File: src/common/scsd_params.svh
// offsets, field positions, reset values and timing counts of the clock select block
`ifndef SCSD_PARAMS_SVH
`define SCSD_PARAMS_SVH
`define SCSD_IDX_EXT_CTRL   8'hB1
`define SCSD_IDX_SEL        8'hA9
`define SCSD_IDX_OSC_CTRL   8'hB2
`define SCSD_IDX_OSC_CAL    8'hB3
`define SCSD_ADDR_W         10
`define SCSD_SEL_RESET      8'h34
`define SCSD_OSC_CTRL_RESET 8'h0F
`define SCSD_OSC_RSVD_VAL   6'h0F
`define SCSD_EXT_RESET      8'h00
`define SCSD_CAL_FACTORY    7'h40
`define SCSD_BIT_READY      7
`define SCSD_BIT_UNUSED     3
`define SCSD_BIT_OSC_ON     7
`define SCSD_BIT_FREQ_OK    6
`define SCSD_BIT_SPREAD     7
`define SCSD_BIT_EXT_VALID  7
`define SCSD_PRESCALE_MAX   7'h7F
`define SCSD_APPLY_MAX_TICKS 128
`endif

File: src/common/scsd_pkg.sv
// types of the clock select and divider block
`include "scsd_params.svh"
package scsd_pkg;
	typedef enum logic [2:0] {
		SCSD_SRC_INT = 3'h0,
		SCSD_SRC_EXT = 3'h1,
		SCSD_SRC_RTC = 3'h3,
		SCSD_SRC_LP  = 3'h4
	} scsd_src_e;
	typedef enum logic [2:0] {
		SCSD_XM_OFF0   = 3'h0,
		SCSD_XM_OFF1   = 3'h1,
		SCSD_XM_CMOS   = 3'h2,
		SCSD_XM_CMOS2  = 3'h3,
		SCSD_XM_RC     = 3'h4,
		SCSD_XM_CAP    = 3'h5,
		SCSD_XM_OSC_PIN_B  = 3'h6,
		SCSD_XM_RSVD   = 3'h7
	} scsd_xmode_e;
	// one mclk-wide pulse per period of each oscillator
	typedef struct packed {
		logic int_osc;
		logic ext_osc;
		logic rtc_osc;
		logic lp_osc;
	} scsd_ticks_s;
	typedef struct packed {
		logic                      read;
		logic                      write;
		logic [`SCSD_ADDR_W-1:0]   address;
		logic [31:0]               writedata;
	} scsd_req_s;
endpackage : scsd_pkg

File: src/rtl/scsd_clock_ctrl.sv
// system clock source select, power-of-two divider and internal oscillator control
//
// The implementer's own choice: the Avalon-MM register port.
`timescale 1ns/1ns
`include "scsd_params.svh"
module scsd_clock_ctrl
#(
	parameter logic [6:0] CAL_FACTORY = `SCSD_CAL_FACTORY // trimmed value, arbitrary default
)
(
	input  wire logic                     mclk,             // 25 MHz bus clock
	input  wire logic                     rstn,             // async reset, active low
	input  wire scsd_pkg::scsd_req_s      avs_req,          // avalon read/write/address/writedata
	output logic [31:0]                   avs_readdata,     // avalon read data
	output logic                          avs_waitrequest,  // avalon wait request
	input  wire scsd_pkg::scsd_ticks_s    osc_ticks,        // oscillator period pulses
	input  wire logic                     int_osc_settled,  // analog: internal osc at frequency
	input  wire logic                     ext_osc_stable,   // analog: external osc stable
	output logic                          sysclk_tick,      // one pulse per system clock period
	output scsd_pkg::scsd_src_e           active_src,       // oscillator now feeding the system
	output logic                          internal_osc_on,  // enable to internal oscillator
	output logic                          spread_dither_on, // dithering enable to oscillator
	output logic [6:0]                    osc_trim,         // calibration code to oscillator
	output scsd_pkg::scsd_xmode_e         ext_mode,         // external oscillator mode
	output logic [2:0]                    ext_bias          // external oscillator bias code
);
	import scsd_pkg::*;

	logic [2:0]  src_fld_r;
	logic [2:0]  div_fld_r;
	logic [2:0]  div_act_r;
	logic        div_pend_r;
	logic [6:0]  pre_cnt_r;
	scsd_src_e   src_act_r;
	scsd_src_e   src_req_r;
	logic        seen_old_r;
	logic        seen_new_r;
	logic        osc_on_r;
	logic        freq_ok_r;
	logic        spread_r;
	logic [6:0]  cal_r;
	logic [2:0]  xmode_r;
	logic [2:0]  xbias_r;
	logic        xvalid_r;
	logic        sys_tick_r;
	logic        wait_r;
	logic [31:0] rdata_r;
	logic        req;
	logic        ack_wr;
	logic [7:0]  idx;
	logic        src_tick;
	logic        old_tick;
	logic        new_tick;

	// tick of one oscillator selected by source code
	function automatic logic tick_of(input logic [2:0] code, input scsd_ticks_s t);
		case (code)
			SCSD_SRC_INT: tick_of = t.int_osc;
			SCSD_SRC_EXT: tick_of = t.ext_osc;
			SCSD_SRC_RTC: tick_of = t.rtc_osc;
			SCSD_SRC_LP:  tick_of = t.lp_osc;
			default:      tick_of = 1'b0;
		endcase
	endfunction : tick_of

	// low-bit mask for a divide by two to the code
	function automatic logic [6:0] div_mask(input logic [2:0] code);
		div_mask = 7'(8'hFF >> (4'h8 - {1'b0, code}));
	endfunction : div_mask

	// source codes with an oscillator behind them
	function automatic logic src_ok(input logic [2:0] code);
		src_ok = (code == SCSD_SRC_INT) || (code == SCSD_SRC_EXT) ||
			(code == SCSD_SRC_RTC) || (code == SCSD_SRC_LP);
	endfunction : src_ok

	// bus decode; registers sit at four times their index, one byte in the low lane
	assign req      = avs_req.read | avs_req.write;
	assign ack_wr   = avs_req.write & ~wait_r;
	assign idx      = avs_req.address[`SCSD_ADDR_W-1:2];
	assign src_tick = tick_of(src_act_r, osc_ticks);
	assign old_tick = src_tick;
	assign new_tick = tick_of(src_req_r, osc_ticks);

	// one wait state per access, released for exactly one cycle
	always_ff @(posedge mclk or negedge rstn)
	begin
		if (!rstn)
			wait_r <= 1'b1;
		else
			wait_r <= ~(req & wait_r);
	end

	// read data captured as waitrequest drops; unmapped reads give zero
	always_ff @(posedge mclk or negedge rstn)
	begin
		if (!rstn)
			rdata_r <= 32'h0000_0000;
		else if (avs_req.read & wait_r)
		begin
			case (idx)
				`SCSD_IDX_SEL:      rdata_r <= {24'h0, ~div_pend_r, div_fld_r, 1'b0, src_fld_r};
				`SCSD_IDX_OSC_CTRL: rdata_r <= {24'h0, osc_on_r, freq_ok_r, `SCSD_OSC_RSVD_VAL};
				`SCSD_IDX_OSC_CAL:  rdata_r <= {24'h0, spread_r, cal_r};
				`SCSD_IDX_EXT_CTRL: rdata_r <= {24'h0, xvalid_r, xmode_r, 1'b0, xbias_r};
				default:            rdata_r <= 32'h0000_0000;
			endcase
		end
	end

	// select register fields; reset picks low power oscillator, divide by eight
	always_ff @(posedge mclk or negedge rstn)
	begin
		if (!rstn)
		begin
			src_fld_r <= 3'(`SCSD_SEL_RESET & 8'h07);
			div_fld_r <= 3'((`SCSD_SEL_RESET >> 4) & 8'h07);
		end
		else if (ack_wr && idx == `SCSD_IDX_SEL)
		begin
			src_fld_r <= avs_req.writedata[2:0];
			div_fld_r <= avs_req.writedata[6:4];
		end
	end

	// a new ratio waits for the 128-tick prescaler wrap, so no short system period appears
	always_ff @(posedge mclk or negedge rstn)
	begin
		if (!rstn)
		begin
			div_act_r  <= 3'((`SCSD_SEL_RESET >> 4) & 8'h07);
			div_pend_r <= 1'b1;
		end
		else if (div_pend_r && src_tick && pre_cnt_r == `SCSD_PRESCALE_MAX)
		begin
			// a write landing on the wrap is applied at once, so the newly written ratio is never left unapplied
			div_act_r  <= (ack_wr && idx == `SCSD_IDX_SEL) ? avs_req.writedata[6:4] : div_fld_r;
			div_pend_r <= 1'b0;
		end
		else if (ack_wr && idx == `SCSD_IDX_SEL && avs_req.writedata[6:4] != div_act_r)
			div_pend_r <= 1'b1;
	end

	// prescaler counts undivided source periods and emits the divided tick
	always_ff @(posedge mclk or negedge rstn)
	begin
		if (!rstn)
		begin
			pre_cnt_r  <= 7'h00;
			sys_tick_r <= 1'b0;
		end
		else
		begin
			if (src_tick)
				pre_cnt_r <= pre_cnt_r + 7'h01;
			sys_tick_r <= src_tick && ((pre_cnt_r & div_mask(div_act_r)) == div_mask(div_act_r));
		end
	end

	// source switch: wait for one period of both old and new oscillators
	always_ff @(posedge mclk or negedge rstn)
	begin
		if (!rstn)
		begin
			src_act_r  <= SCSD_SRC_LP;
			src_req_r  <= SCSD_SRC_LP;
			seen_old_r <= 1'b0;
			seen_new_r <= 1'b0;
		end
		else if (ack_wr && idx == `SCSD_IDX_SEL && src_ok(avs_req.writedata[2:0]))
		begin
			src_req_r  <= scsd_src_e'(avs_req.writedata[2:0]);
			seen_old_r <= 1'b0;
			seen_new_r <= 1'b0;
		end
		else if (src_req_r != src_act_r)
		begin
			if (seen_old_r && seen_new_r)
				src_act_r <= src_req_r;
			if (old_tick)
				seen_old_r <= 1'b1;
			if (new_tick)
				seen_new_r <= 1'b1;
		end
	end

	// internal oscillator enable and frequency flag; reserved bits are not stored
	always_ff @(posedge mclk or negedge rstn)
	begin
		if (!rstn)
		begin
			osc_on_r  <= 1'(`SCSD_OSC_CTRL_RESET >> `SCSD_BIT_OSC_ON);
			freq_ok_r <= 1'b0;
		end
		else
		begin
			if (ack_wr && idx == `SCSD_IDX_OSC_CTRL)
				osc_on_r <= avs_req.writedata[`SCSD_BIT_OSC_ON];
			freq_ok_r <= osc_on_r & int_osc_settled;
		end
	end

	// calibration and spread enable; trim comes up at the factory value
	always_ff @(posedge mclk or negedge rstn)
	begin
		if (!rstn)
		begin
			spread_r <= 1'b0;
			cal_r    <= CAL_FACTORY;
		end
		else if (ack_wr && idx == `SCSD_IDX_OSC_CAL)
		begin
			spread_r <= avs_req.writedata[`SCSD_BIT_SPREAD];
			cal_r    <= avs_req.writedata[6:0];
		end
	end

	// external oscillator mode, bias and valid flag
	always_ff @(posedge mclk or negedge rstn)
	begin
		if (!rstn)
		begin
			xmode_r  <= 3'h0;
			xbias_r  <= 3'h0;
			xvalid_r <= 1'b0;
		end
		else
		begin
			if (ack_wr && idx == `SCSD_IDX_EXT_CTRL)
			begin
				xmode_r <= avs_req.writedata[6:4];
				xbias_r <= avs_req.writedata[2:0];
			end
			// cmos input has no detector, so valid stays low there and when disabled
			xvalid_r <= ext_osc_stable && (xmode_r == SCSD_XM_RC || xmode_r == SCSD_XM_CAP ||
				xmode_r == SCSD_XM_OSC_PIN_B);
		end
	end

	assign avs_readdata     = rdata_r;
	assign avs_waitrequest  = wait_r;
	assign sysclk_tick      = sys_tick_r;
	assign active_src       = src_act_r;
	assign internal_osc_on  = osc_on_r;
	assign spread_dither_on = spread_r;
	assign osc_trim         = cal_r;
	assign ext_mode         = scsd_xmode_e'(xmode_r);
	assign ext_bias         = xbias_r;

	// source ticks seen while a ratio is pending, for the apply bound
	logic [8:0] pend_ticks_r;
	always_ff @(posedge mclk or negedge rstn)
	begin
		if (!rstn)
			pend_ticks_r <= 9'h000;
		else if (!div_pend_r)
			pend_ticks_r <= 9'h000;
		else if (src_tick)
			pend_ticks_r <= pend_ticks_r + 9'h001;
	end

	property p_src_valid;
		@(posedge mclk) disable iff (!rstn) src_ok(src_act_r);
	endproperty
	a_src_valid: assert property (p_src_valid) else $error("active source code reserved");

	property p_div_tick;
		@(posedge mclk) disable iff (!rstn)
			sys_tick_r |-> $past(src_tick) && (($past(pre_cnt_r) & div_mask($past(div_act_r))) == div_mask($past(div_act_r)));
	endproperty
	a_div_tick: assert property (p_div_tick) else $error("system tick off the divide boundary");

	property p_apply_bound;
		@(posedge mclk) disable iff (!rstn) pend_ticks_r <= 9'(`SCSD_APPLY_MAX_TICKS);
	endproperty
	a_apply_bound: assert property (p_apply_bound) else $error("divide ratio not applied in 128 ticks");

	property p_ready_apply;
		@(posedge mclk) disable iff (!rstn)
			$fell(div_pend_r) |-> div_act_r == div_fld_r && $past(pre_cnt_r) == `SCSD_PRESCALE_MAX;
	endproperty
	a_ready_apply: assert property (p_ready_apply) else $error("ready rose without applying the ratio");

	property p_switch;
		@(posedge mclk) disable iff (!rstn)
			$changed(src_act_r) |-> $past(seen_old_r) && $past(seen_new_r);
	endproperty
	a_switch: assert property (p_switch) else $error("source switched before both periods");

	property p_sel_bit3;
		@(posedge mclk) disable iff (!rstn)
			avs_req.read && wait_r && idx == `SCSD_IDX_SEL |=> rdata_r[`SCSD_BIT_UNUSED] == 1'b0;
	endproperty
	a_sel_bit3: assert property (p_sel_bit3) else $error("unused select bit read as one");

	property p_osc_rsvd;
		@(posedge mclk) disable iff (!rstn)
			avs_req.read && wait_r && idx == `SCSD_IDX_OSC_CTRL |=> rdata_r[5:0] == `SCSD_OSC_RSVD_VAL;
	endproperty
	a_osc_rsvd: assert property (p_osc_rsvd) else $error("reserved oscillator bits wrong");

	property p_freq_ok;
		@(posedge mclk) disable iff (!rstn) freq_ok_r |-> $past(osc_on_r) && $past(int_osc_settled);
	endproperty
	a_freq_ok: assert property (p_freq_ok) else $error("frequency flag set with oscillator off");

	property p_spread;
		@(posedge mclk) disable iff (!rstn)
			ack_wr && idx == `SCSD_IDX_OSC_CAL |=> spread_r == $past(avs_req.writedata[7]);
	endproperty
	a_spread: assert property (p_spread) else $error("spread enable not written");

	property p_cmos_valid;
		@(posedge mclk) disable iff (!rstn)
			(xmode_r == SCSD_XM_CMOS || xmode_r == SCSD_XM_CMOS2) |=> !xvalid_r;
	endproperty
	a_cmos_valid: assert property (p_cmos_valid) else $error("external valid set in cmos mode");

endmodule : scsd_clock_ctrl

File: config.mk
export PLATFORM = sky130hd
export DESIGN_NAME = scsd_clock_ctrl
export DESIGN_NICKNAME = d
export VERILOG_FILES = /design/src/common/scsd_pkg.sv /design/src/rtl/scsd_clock_ctrl.sv
export VERILOG_INCLUDE_DIRS = /design/src /design/src/common
export SDC_FILE = /design/constraint.sdc
export NUM_CORES = 1
export LEC_CHECK = 0
export BUFFER_PORTS_ARGS = -buffer_cell sky130_fd_sc_hd__buf_2
export CAP_MARGIN = 30
export CORE_MARGIN = 3
export CORE_UTILIZATION = 35
export CTS_BUF_LIST = sky130_fd_sc_hd__clkbuf_4 sky130_fd_sc_hd__clkbuf_8
export DETAILED_ROUTE_END_ITERATION = 8
export MAX_ROUTING_LAYER = met4
export PLACE_DENSITY_LB_ADDON = 0.12
export REMOVE_ABC_BUFFERS = 1
export SLEW_MARGIN = 20
export SYNTH_ARGS = -nofsm -noshare
export SYNTH_HDL_FRONTEND = slang
export SYNTH_SLANG_ARGS = --single-unit
File: constraint.sdc
create_clock -name mclk -period 1.6 [get_ports mclk]
set_clock_uncertainty 0.1 [all_clocks]
set_input_delay 0.16 -clock mclk [delete_from_list [all_inputs] [get_ports mclk]]
set_output_delay 0.16 -clock mclk [all_outputs]
set_load 0.02 [all_outputs]
==> results_dict.tcl <==
set metrics [dict create \
    syn_avg_cell_area_um2 11.49 \
    final.min_clock_period_ns 1.718 \
    tritoncts "done" \
    static-leakage-power_uw 0.001836 \
    grt_start_max_net_pins 53 \
    cts_buffer_depth 2 \
    edff_count_synth 0 \
    finalSetupTns_ns -1.789 \
    timing.hold.worst.class "primary input to flop" \
    syn_area_um2 2724 \
    route.vias.total 2091 \
    reg2reg_from "active_src[2]" \
    vdd.ir_drop.worst_uv 453.7 \
    outcome "finished with violations" \
    fin_nets 399 \
    dr.pass1.iters 4 \
    ys.warnings.count 0 \
    max_freq_mhz 582.1 \
    violations "negative setup slack" \
    fraction_of_the_cycle_the_final_worst_path_needs 1.074 \
    post_synth_num_cell_types 44 \
    routability_congestion_estimate_from_global_placement 0.8099 \
    worst_ep_arrival_time_ns 1.82 \
    timing.critical_path.fanout_max 5 \
    layout.area.seq_um2 1314 \
    synth-seq-cells 52 \
    ordered_cell_list_for_the_critical_path "o21bai_1 -> mux2i_1 -> buf_4 -> nand4b_1 -> mux2_2" \
    die_outline_area_um2 8877 \
    core.rowCount 31 \
    clk_latency_ns 0.31 \
    worstRegToRegCells 5 \
    yosysMostFrequentCell "sky130_fd_sc_hd__dfrtp_1" \
    cp_slowest_stage_delay_ns 0.57 \
    drcViolationCount 0 \
    worst_hold_startpoint "avs_req[4]" \
    timing.rr.end "div_act_r[2]" \
    final_core_utilization 0.4937 \
    grt_pass1_vias 2162 \
    cts_inserted_buffers 5 \
    globalRouteTotalUtil 0.1516 \
    slew_violations 0 \
    post-synth-top-area-fraction 0.3859 \
    clk_pin_slew_ns 0.10 \
    antenna_found_initial 0 \
    route.antenna.remaining_nets 0 \
    ys_seq_area_frac 0.4823 \
    core_um2 7408 \
    timing_hold_violations_final 0 \
    globalRouteOverflowTotal 0 \
    die-height_um 94.22 \
    ys_async_sr_fraction 1.000 \
    hold_end "ext_mode[0]" \
    drt-vias-per-instance 4.699 \
    cp_data_required_time_ns 1.70 \
    synth_ff_type "sky130_fd_sc_hd__dfrtp_1" \
    drive_above_1_share 0.4711 \
    diodes 0 \
    placement.io_buffers 53 \
    cp_top_family "flip-flops" \
    grt_setup_unrepaired "yes" \
    grt_first_pass_wirelength_mm 10.27 \
    cts_max_level 2 \
    fillerInstances 711 \
    post_synth_main_area_contributors "sky130_fd_sc_hd__dfrtp_1 (39%), sky130_fd_sc_hd__mux2_2 (11%), sky130_fd_sc_hd__dfstp_2 (9.6%), sky130_fd_sc_hd__buf_4 (6.6%), sky130_fd_sc_hd__xnor2_1 (4.2%)" \
    wirelength_mm 6.212 \
    initialDrtViolationCount 64 \
    num_io_pins 104 \
    root_buffer "sky130_fd_sc_hd__clkbuf_8" \
    die_w_um 94.22 \
    timing.critical_path.to_type "flop" \
    min_delay_path_depth 2 \
    cp.buffers_inverters 1 \
    route.detailed.wl_per_inst_um 13.96 \
    syn_to_final_growth_pct 34.27 \
    start_util 0.3677 \
    rrSetupSlack_ns -0.12 \
    cp_slowest_cell "sky130_fd_sc_hd__dfstp_2" \
    synth.top_cells.by_count "sky130_fd_sc_hd__dfrtp_1 (42), sky130_fd_sc_hd__mux2_2 (27), sky130_fd_sc_hd__buf_4 (24), sky130_fd_sc_hd__xnor2_1 (13), sky130_fd_sc_hd__o21ai_0 (12)" \
    post_synth_inst_count 237 \
    timing_worst_setup_path_type "flop to flop" \
    setup_violation_total_in_the_final_timing_report 23 \
    max_ffs_per_register 8 \
    drv_cap 0 \
    power_density_cells_nw_per_um2 871.5 \
    clkSinkCount 52 \
    layout_setup_ws_ns -0.1179 \
    multi_input_comb_area_um2 1385 \
    startpoint_type "flop" \
    synth_area_leader_cell "sky130_fd_sc_hd__dfrtp_1" \
    placed_wire_length_estimate_after_detailed_placement_mm 4.553 \
]
-- area by class of cell --
cell class                      count  share of cell area
Clock inverter                      2            0.004447
Multi-Input combinational cell    174              0.3787
Tap cell                           99             0.03387
Sequential cell                    52              0.3592
Clock buffer                        6             0.02087
Timing Repair Buffer              106              0.1967
Inverter                            6            0.006158
-- cells by family after synthesis --
family | synth area share
adders and majority gates | 0.009185
muxes | 0.1410
DFF | 0.4823
buffers and inverters | 0.08589
other | 0.001377
and+or+nand+nor | 0.1180
AOI/OAI and AO/OA | 0.1204
xor gates and xnor gates | 0.04180
-- metrics by stage --
step / area, um2 / setup WS, ns / power, uW / cells / hold slack, ns
floorplan: 2599 / -0.2378 / 1933 / 232 / -0.2356
global placement: 3331 / -0.3463 / 2293 / 428 / 0.07861
detailed placement: 3331 / -0.2895 / 2305 / 428 / 0.07609
CTS: 3570 / -0.1093 / 3141 / 442 / 0.04630
global route: 3657 / -0.2013 / 3383 / 445 / 0.04072
finish: 3657 / -0.1179 / 3187 / 445 / 0.05189
-- worst max-delay path by stage --
stage	from	endpoint	slack, ns	cells after the start
after floorplan	active_src[2]	div_act_r[2]	-0.24	4
after global placement	div_act_r[0]	sysclk_tick	-0.35	6
after detailed placement	div_act_r[0]	sysclk_tick	-0.29	6
after CTS	avs_waitrequest	active_src[2]	-0.11	5
after global routing	active_src[2]	div_act_r[2]	-0.20	5
final	active_src[2]	div_act_r[2]	-0.12	5
-- layout by cell type, fill, tap and decap left out, types with 3 or more instances in the layout --
| master | Yosys | routed |
|---|---|---|
| sky130_fd_sc_hd__a21oi_1 | 3 | 3 |
| sky130_fd_sc_hd__a22o_1 | 5 | 5 |
| sky130_fd_sc_hd__a22oi_1 | 7 | 7 |
| sky130_fd_sc_hd__a31oi_1 | 3 | 3 |
| sky130_fd_sc_hd__and2_1 | 5 | 5 |
| sky130_fd_sc_hd__and3_1 | 3 | 3 |
| sky130_fd_sc_hd__buf_2 | 1 | 53 |
| sky130_fd_sc_hd__buf_4 | 24 | 38 |
| sky130_fd_sc_hd__buf_6 | 2 | 7 |
| sky130_fd_sc_hd__clkbuf_8 | 0 | 5 |
| sky130_fd_sc_hd__conb_1 | 1 | 24 |
| sky130_fd_sc_hd__dfrtp_1 | 42 | 42 |
| sky130_fd_sc_hd__dfstp_2 | 10 | 10 |
| sky130_fd_sc_hd__dlygate4sd3_1 | 0 | 7 |
| sky130_fd_sc_hd__inv_1 | 6 | 4 |
| sky130_fd_sc_hd__mux2_2 | 27 | 12 |
| sky130_fd_sc_hd__mux2_4 | 2 | 17 |
| sky130_fd_sc_hd__mux2i_1 | 5 | 5 |
| sky130_fd_sc_hd__nand2_1 | 11 | 10 |
| sky130_fd_sc_hd__nand2b_1 | 3 | 3 |
| sky130_fd_sc_hd__nand3_1 | 5 | 5 |
| sky130_fd_sc_hd__nand4_1 | 3 | 3 |
| sky130_fd_sc_hd__nor2_1 | 6 | 5 |
| sky130_fd_sc_hd__nor2b_1 | 7 | 7 |
| sky130_fd_sc_hd__o21ai_0 | 12 | 11 |
| sky130_fd_sc_hd__o21bai_1 | 5 | 5 |
| sky130_fd_sc_hd__xnor2_1 | 13 | 11 |
-- routing by layer --
metal,vias to the layer above,wire length (um),track usage
met5,-,0,-
met4,0,87,0.04332
met3,7,255,0.02644
met2,56,2891,0.2423
met1,1011,2977,0.1984
li1,1017,-,-
-- power by group --
group          switching (uW)  total (uW)  leakage [uW]  internal, uW
sequential               81.1        1530      0.000655          1450
clock                     458         788     0.0000448           329
combinational             408         867       0.00114           459
-- what timing repair did --
| item | 4_1_cts | 5_1_grt |
|---|---|---|
| pin swaps | 6 | 6 |
| resized for setup | 24 | 16 |
| setup buffers | 0 | 3 |
| cloned | 0 | 0 |
| hold endpoints to repair | 55 | 0 |
| hold buffers | 7 | 0 |
| endpoints found under the setup margin | 26 | 27 |
(Power assumes the default switching activity.)
